<file path="config.mk">
export PLATFORM = sky130hd
export DESIGN_NAME = borrow_subtract_nibble_swap_exec
export DESIGN_NICKNAME = d
export VERILOG_FILES = /design/src/hw/exec_pkg.sv /design/src/hw/alu_if.sv /design/src/hw/nibble_alu.sv /design/src/hw/borrow_subtract_nibble_swap_exec.sv
export VERILOG_INCLUDE_DIRS = /design/src /design/src/hw
export SDC_FILE = /design/constraint.sdc
export NUM_CORES = 1
export LEC_CHECK = 0
export BUFFER_PORTS_ARGS = -buffer_cell sky130_fd_sc_hd__buf_2
export CAP_MARGIN = 20
export CORE_MARGIN = 1
export CORE_UTILIZATION = 53
export CTS_CLUSTER_DIAMETER = 100
export DETAILED_ROUTE_END_ITERATION = 10
export PLACE_DENSITY = 0.81
export SLEW_MARGIN = 20
export SYNTH_ARGS = -nofsm -noshare
export SYNTH_HDL_FRONTEND = slang
export SYNTH_HIERARCHICAL = 1
export SYNTH_SLANG_ARGS = --single-unit
</file>
<file path="constraint.sdc">
create_clock -name clk -period 2.85 [get_ports clk]
set_input_delay 0.1425 -clock clk [delete_from_list [all_inputs] [get_ports clk]]
set_output_delay 0.1425 -clock clk [all_outputs]
set_load 0.01 [all_outputs]
</file>
<file path="src/hw/exec_params.svh">
// Purpose: Offsets, field positions and codes for the byte execution datapath.
// Assumes: 16-bit instruction word, 8-bit data, 12-bit data address.
// Notes:   Included by bare name.
`ifndef EXEC_PARAMS_SVH
`define EXEC_PARAMS_SVH

`define OPC_MSB           15
`define OPC_LSB           10
`define OPC_SUB_BORROW    6'h16
`define OPC_NIBBLE_SWAP   6'h0e
`define DEST_BIT          9
`define BANK_BIT          8
`define FILE_MSB          7
`define ACCESS_LIMIT      8'h5f
`define ACCESS_LOW_BANK   4'h0
`define ACCESS_HIGH_BANK  4'hf
`define ST_C              0
`define ST_DIGIT_CARRY    1
`define ST_Z              2
`define ST_OVERFLOW       3
`define ST_N              4
`define STATUS_RESET      5'h00
`define W_RESET           8'h00

`endif

</file>
<file path="src/hw/exec_pkg.sv">
// Purpose: Types shared by the execution datapath files.
// Assumes: Four phases per instruction cycle.
// Notes:   Numbers live in exec_params.svh.
package exec_pkg;

   typedef enum logic [1:0] {
      PH_Q1 = 2'b00,
      PH_Q2 = 2'b01,
      PH_Q3 = 2'b10,
      PH_Q4 = 2'b11
   } phase_e;

   typedef enum logic [1:0] {
      OP_NONE = 2'b00,
      OP_SUB  = 2'b01,
      OP_SWAP = 2'b10
   } op_e;

   typedef logic [11:0] addr_t;
   typedef logic [4:0]  status_t;
   typedef logic [7:0]  byte_t;

   typedef struct packed {
      phase_e  phase;
      op_e     op;
      logic    dest_f;
      addr_t   addr;
      logic    mem_re;
      logic    mem_we;
      byte_t   wdata;
      byte_t   operand;
      byte_t   w;
      status_t status;
      logic    done;
   } state_s;

endpackage

</file>
<file path="src/hw/alu_if.sv">
// Purpose: Carries operands and results between the sequencer and the ALU.
// Assumes: Combinational ALU.
// Notes:   Flags are indexed by the status bit positions.
interface alu_if;
   logic [7:0] operand;
   logic [7:0] w_val;
   logic       carry_in;
   logic       is_sub;
   logic [7:0] result;
   logic [4:0] flags;

   modport core (output operand, output w_val, output carry_in, output is_sub,
                 input result, input flags);
   modport alu  (input operand, input w_val, input carry_in, input is_sub,
                 output result, output flags);
endinterface

</file>
<file path="src/hw/nibble_alu.sv">
// Purpose: Borrow subtract and nibble swap arithmetic.
// Assumes: Carry in is the stored carry flag.
// Notes:   Purely combinational.
`include "exec_params.svh"
module nibble_alu
(
   // Operand and result bundle
   alu_if.alu bus
);
   logic [8:0] full_sum;
   logic [4:0] low_sum;
   logic [7:0] diff;

   // Two's complement: f + ~w + c equals f - w - !c.
   assign full_sum = {1'b0, bus.operand} + {1'b0, ~bus.w_val} + {8'h00, bus.carry_in};
   assign low_sum  = {1'b0, bus.operand[3:0]} + {1'b0, ~bus.w_val[3:0]}
                     + {4'h0, bus.carry_in};
   assign diff     = full_sum[7:0];

   assign bus.result = bus.is_sub ? diff
                                  : {bus.operand[3:0], bus.operand[7:4]};

   // Carry and digit carry are set when no borrow occurs.
   assign bus.flags[`ST_C]  = full_sum[8];
   assign bus.flags[`ST_DIGIT_CARRY] = low_sum[4];
   assign bus.flags[`ST_Z]  = (diff == 8'h00);
   assign bus.flags[`ST_N]  = diff[7];
   assign bus.flags[`ST_OVERFLOW] = (bus.operand[7] ^ bus.w_val[7])
                                    & (diff[7] ^ bus.operand[7]);
endmodule

</file>
<file path="src/hw/borrow_subtract_nibble_swap_exec.sv">
// Purpose: Four-phase execution of the borrow subtract and nibble swap instructions.
// Assumes: Data memory answers a read in the same cycle; instruction from core logic.
// Notes:   One clock edge per phase; the phase counter runs freely.
`include "exec_params.svh"

// Overview of operation
// - Subtract W and inverted carry from f.
// - Swap nibbles of f, flags unchanged.
// - Destination bit selects W or file.
// - Bank bit selects access bank or bank register.
// - Extended set uses indexed offset below 96.
// - Decode, read, process, write over four phases.
module borrow_subtract_nibble_swap_exec
#(
   parameter int BANK_W = 4
)
(
   // Clock and reset
   input  wire logic             clk,
   input  wire logic             rst,
   // Instruction
   input  wire logic             instr_valid,
   input  wire logic [15:0]      instr,
   output exec_pkg::phase_e      phase_q,
   output logic                  done_q,
   // Core context
   input  wire logic [BANK_W-1:0] bank_select_reg,
   input  wire logic             ext_set_en,
   input  wire exec_pkg::addr_t  index_base,
   // Data memory
   output exec_pkg::addr_t       mem_addr_q,
   output logic                  mem_re_q,
   input  wire exec_pkg::byte_t  mem_rdata,
   output logic                  mem_we_q,
   output exec_pkg::byte_t       mem_wdata_q,
   // Working register and status
   input  wire logic             preset_valid,
   input  wire exec_pkg::byte_t  preset_w,
   input  wire exec_pkg::status_t preset_status,
   output exec_pkg::byte_t       w_q,
   output exec_pkg::status_t     status_q
);
   import exec_pkg::*;

   if (BANK_W != 4) begin : g_check
      $error("BANK_W must be 4 for a 12-bit data address");
   end

   state_s s_q;
   state_s s_d;
   op_e    dec_op;
   addr_t  eff_addr;
   byte_t  file_f;
   logic   taken;

   alu_if alu_bus ();

   nibble_alu u_alu
   (
      .bus (alu_bus)
   );

   assign alu_bus.operand  = s_q.operand;
   assign alu_bus.w_val    = s_q.w;
   assign alu_bus.carry_in = s_q.status[`ST_C];
   assign alu_bus.is_sub   = (s_q.op == OP_SUB);

   assign file_f = instr[`FILE_MSB:0];
   assign taken  = (s_q.phase == PH_Q1) && instr_valid && (dec_op != OP_NONE);

   // Decodes the opcode and forms the effective data address.
   always_comb
   begin
      dec_op = OP_NONE;
      if (instr[`OPC_MSB:`OPC_LSB] == `OPC_SUB_BORROW)
      begin
         dec_op = OP_SUB;
      end
      else if (instr[`OPC_MSB:`OPC_LSB] == `OPC_NIBBLE_SWAP)
      begin
         dec_op = OP_SWAP;
      end
      if (instr[`BANK_BIT])
      begin
         eff_addr = {bank_select_reg, file_f};
      end
      else if (ext_set_en && (file_f <= `ACCESS_LIMIT))
      begin
         eff_addr = addr_t'(index_base + {4'h0, file_f});
      end
      else if (file_f <= `ACCESS_LIMIT)
      begin
         eff_addr = {`ACCESS_LOW_BANK, file_f};
      end
      else
      begin
         eff_addr = {`ACCESS_HIGH_BANK, file_f};
      end
   end

   // Sequences one instruction through the four phases.
   always_comb
   begin
      s_d        = s_q;
      s_d.phase  = phase_e'(2'(s_q.phase + 2'h1));
      s_d.mem_re = 1'b0;
      s_d.mem_we = 1'b0;
      s_d.done   = 1'b0;
      case (s_q.phase)
         PH_Q1:
         begin
            s_d.op = OP_NONE;
            if (taken)
            begin
               s_d.op     = dec_op;
               s_d.dest_f = instr[`DEST_BIT];
               s_d.addr   = eff_addr;
               s_d.mem_re = 1'b1;
            end
            else if (preset_valid)
            begin
               s_d.w      = preset_w;
               s_d.status = preset_status;
            end
         end
         PH_Q2:
         begin
            s_d.operand = mem_rdata;
         end
         PH_Q3:
         begin
            if (s_q.op != OP_NONE)
            begin
               s_d.done = 1'b1;
               if (s_q.dest_f)
               begin
                  s_d.mem_we = 1'b1;
                  s_d.wdata  = alu_bus.result;
               end
               else
               begin
                  s_d.w = alu_bus.result;
               end
               if (s_q.op == OP_SUB)
               begin
                  s_d.status = alu_bus.flags;
               end
            end
         end
         PH_Q4:
         begin
            s_d.op = s_q.op;
         end
         default:
         begin
            s_d.op = OP_NONE;
         end
      endcase
   end

   always_ff @(posedge clk or posedge rst)
   begin
      if (rst)
      begin
         s_q        <= '0;
         s_q.w      <= `W_RESET;
         s_q.status <= `STATUS_RESET;
      end
      else
      begin
         s_q <= s_d;
      end
   end

   assign phase_q     = s_q.phase;
   assign done_q      = s_q.done;
   assign mem_addr_q  = s_q.addr;
   assign mem_re_q    = s_q.mem_re;
   assign mem_we_q    = s_q.mem_we;
   assign mem_wdata_q = s_q.wdata;
   assign w_q         = s_q.w;
   assign status_q    = s_q.status;

   // Checks on the datapath behaviour.
   a_sub_result: assert property (@(posedge clk) disable iff (rst)
      (s_q.phase == PH_Q3 && s_q.op == OP_SUB && s_q.dest_f) |=> (mem_we_q &&
      mem_wdata_q == 8'($past(s_q.operand) - $past(s_q.w)
      - {7'h00, ~$past(s_q.status[`ST_C])})))
      else $error("borrow subtract result wrong");

   a_swap_nibbles: assert property (@(posedge clk) disable iff (rst)
      (s_q.phase == PH_Q3 && s_q.op == OP_SWAP && s_q.dest_f) |=>
      (mem_wdata_q == {$past(s_q.operand[3:0]), $past(s_q.operand[7:4])}))
      else $error("nibble swap result wrong");

   a_swap_flags: assert property (@(posedge clk) disable iff (rst)
      (s_q.phase == PH_Q3 && s_q.op == OP_SWAP) |=> $stable(status_q))
      else $error("nibble swap changed flags");

   a_dest_w: assert property (@(posedge clk) disable iff (rst)
      (s_q.phase == PH_Q3 && s_q.op != OP_NONE && !s_q.dest_f) |=>
      (!mem_we_q && done_q && w_q == $past(alu_bus.result)))
      else $error("working register destination wrong");

   a_bank_reg: assert property (@(posedge clk) disable iff (rst)
      (taken && instr[`BANK_BIT]) |=>
      (mem_addr_q == {$past(bank_select_reg), $past(file_f)}))
      else $error("bank register address wrong");

   a_access_high: assert property (@(posedge clk) disable iff (rst)
      (taken && !instr[`BANK_BIT] && file_f > `ACCESS_LIMIT) |=>
      (mem_addr_q == {`ACCESS_HIGH_BANK, $past(file_f)}))
      else $error("access bank address wrong");

   a_indexed_mode: assert property (@(posedge clk) disable iff (rst)
      (taken && !instr[`BANK_BIT] && ext_set_en && file_f <= `ACCESS_LIMIT) |=>
      (mem_addr_q == addr_t'($past(index_base) + {4'h0, $past(file_f)})))
      else $error("indexed offset address wrong");

   a_phase_walk: assert property (@(posedge clk) disable iff (rst)
      taken |=> (phase_q == PH_Q2 && mem_re_q) ##1 (phase_q == PH_Q3 && !mem_re_q)
      ##1 (phase_q == PH_Q4 && done_q) ##1 (phase_q == PH_Q1 && !done_q && !mem_we_q))
      else $error("phase sequence wrong");

   a_sub_flags: assert property (@(posedge clk) disable iff (rst)
      (s_q.phase == PH_Q3 && s_q.op == OP_SUB) |=>
      (status_q[`ST_C] == ({1'b0, $past(s_q.operand)} >=
      9'({1'b0, $past(s_q.w)} + {8'h00, ~$past(s_q.status[`ST_C])})) &&
      status_q[`ST_Z] == ($past(alu_bus.result) == 8'h00) &&
      status_q[`ST_N] == $past(alu_bus.result[7])))
      else $error("subtract flags wrong");

   c_sub_to_file: cover property (@(posedge clk) disable iff (rst)
      s_q.phase == PH_Q4 && s_q.op == OP_SUB && mem_we_q);
   c_swap_to_w: cover property (@(posedge clk) disable iff (rst)
      s_q.phase == PH_Q4 && s_q.op == OP_SWAP && !mem_we_q && done_q);
   c_indexed: cover property (@(posedge clk) disable iff (rst)
      taken && !instr[`BANK_BIT] && ext_set_en && file_f <= `ACCESS_LIMIT);
   c_borrow: cover property (@(posedge clk) disable iff (rst)
      s_q.phase == PH_Q4 && s_q.op == OP_SUB && !status_q[`ST_C]);
endmodule

</file>
==> run summary <==
Wire per inst = 14.3 um
Most frequent CP cell = inv_1
Via-to-Cell Ratio = 5.48
Status = complete, but fails checks
Worst setup SP type = register
Clk buf depth = 2
Max Slew Vio Count = 0
Pre-CTS setup slack = 0.179 ns
Worst-Skew Late Latency = 0.30 ns
Util after Layout = 61.9%
CTS clock-pin slew for the worst setup and hold paths = 0.09 ns
Post-Syn Area per Cell = 9.40 um^2
DP HPWL = 5560 um
Synthesis Warnings = 6
Drt pass-1 iters = 4
Row count = 28
Cts-stage hold buffer count = 0
Total negative slack = 0 ns
Part of the cycle the worst path needs = 92.0%
Routed wire length = 7070 um
Final setup viols = 0
Slew Limit Headroom = 43.5%
DRC = 0
Initial antenna violation count = 0
Critical Path RT = 3.09 ns
Largest net degree at the start of global routing = 50
WHS = -0.0150 ns
PwrDens = 424 nW/um^2
Skew final = 0.00602 ns
Top cells by area, synth = dfrtp_1 (36%), mux2_2 (9.7%), buf_4 (7.8%)
Post-synth top cells = dfrtp_1 (49), buf_4 (35), inv_1 (33)
Area post-placement = 3650 um^2
Post-Syn Nets = 438
CTS tree = done
Most used DFF post-synth = dfrtp_1
Clk sinks = 49
Core area = 6030 um^2
Non-filler cells, final = 494
Violated checks = negative hold slack
Starting Density = 56.0%
Die W = 81.8 um
Global-route wire length before repair = 11600 um
Vias = 2708
CTS H-tree depth = 2
CTS buffer count = 5
Distinct cells, synth = 50
Crit path max fanout = 3
Die Y = 81.8 um
Yosys top cell area share = 36.3%
Initial DRC count = 143
Final worst slack = 0.228 ns
Post-synth ARST share = 100%
Dpl cells = 486
Mapped Area = 3380 um^2
ANT cells = 0
Max Cap Viol = 0
Slowest cell delay on critical path = 0.55 ns
Gpl congestion = 0.899
Number of synthesized register bits = 49
Top-count cell post-synth = dfrtp_1
Final net count = 497
CP Class = register to register
Number of synthesized flops with an enable pin = 0
Gr usage total = 22.9%
Leakage = 1.88 nW
FMAX = 381 MHz
Crit path DAT = 2.87 ns
Register area share after synthesis = 36.3%
Die area = 6690 um^2
Worst hold path class = primary input to async pin
Worst setup EP type = register
Vias in the first global route = 2561
Final Instance Area = 3730 um^2
Min Tclk post-route = 2.62 ns
Total power = 1.58 mW
Share of layout cells above drive strength 1 = 33.7%
Gr ovfl total = 0
Delay-heaviest family, CP = simple AND/OR/NAND/NOR gates
CTS root buf = clkbuf_8
Synth Instances = 359
Area leader, netlist = dfrtp_1
Hold Violations, Final = 44
# IOs = 96
Max VDD drop = 226 uV
Crit-path slowest cell = or4_1
Unrepaired setup endpoints after global routing = false
Worst-margin pin slew = 0.846 ns
Synth-to-Final Area Change = 10.5%
DRT antenna net count = 0
WP buf/inv = 2
Worst path cell trace = inv_1 -> fa_1 -> inv_1 -> fa_2 -> nand2b_2 -> a21oi_4 -> xnor2_1 -> or4_1 -> nor4_2 -> nand2_1 -> o21ai_0 -> mux2_2
# port buffers = 95
worst reg2reg max path, cell delays in order, from the launching register on:
cell and delay, ns:
dfrtp_1 0.40, inv_1 0.08, fa_1 0.20, inv_1 0.06, fa_2 0.35, nand2b_2 0.22
a21oi_4 0.14, xnor2_1 0.09, or4_1 0.55, nor4_2 0.15, nand2_1 0.07, o21ai_0 0.10
mux2_2 0.17
cells in the final DEF (no fill, tap or decap), types with 4 or more instances in the layout:
cell and count:
buf_2 95, dfrtp_1 49, inv_1 32, nand2_1 30, mux2_2 29, o21ai_0 28, a21oi_1 18, ha_1 18
nor2b_1 15, nor2_1 15, xnor2_1 8, a31oi_1 5, clkbuf_8 5, mux2i_1 4, nand3_1 4, o211ai_1 4
nand4_1 4
area by class of cell:
cell class | instances | area (um^2)
clock buffer | 8 | 80.1
fill | 529 | 2300
inverter | 33 | 125
multi-input combinational | 232 | 1710
sequential | 49 | 1230
tap | 75 | 93.8
timing repair buffer | 97 | 490
power by group:
group          internal (mW)  switching [mW]  total, mW
logic                  0.190           0.224      0.414
clock network          0.175           0.218      0.393
registers              0.742          0.0341      0.776
state kept, by name, summed over array words and instances, names as in the netlist:
name,count
s_q,3
mem_wdata_q,8
done_q,1
w_q,8
mem_re_q,1
mem_we_q,1
alu_bus.operand,8
phase_q,2
status_q,5
mem_addr_q,12
logic make-up after synthesis:
family                   synth area share, %
flip-flops                              36.3
XOR/XNOR                                2.85
AO/OA/AOI/OAI                           15.9
buffers and inverters                   13.0
adder cells (fa/ha/maj)                 8.45
multiplexers                            10.9
AND/OR/NAND/NOR                         12.6
path summary, 6_finish.rpt:
check	start	endpoint	slack [ns]	cells after the start
max reg2reg	w_q[0]	status_q[2]	0.23	12
min in group clk	mem_rdata[7]	alu_bus.operand[7]	0.07	2
min	rst	mem_addr_q[11]	-0.02	2
min reg2reg	mem_addr_q[4]	mem_addr_q[4]	0.49	1
max in group asynchronous	rst	w_q[6]	2.37	2
max	w_q[0]	status_q[2]	0.23	12
metal layers:
| metal | GRT usage [%] | wire length [um] |
|---|---|---|
| met2 | 41.1 | 3620 |
| met5 | 0 | 0 |
| met3 | 4.44 | 420 |
| met1 | 27.8 | 2940 |
| met4 | 5.96 | 89 |
what timing repair did:
| item | in CTS | in global routing |
|---|---|---|
| setup buffers | 0 | 0 |
| setup endpoints to repair | 0 | 1 |
| resized for setup | 0 | 1 |
(Power assumes the default switching activity.)
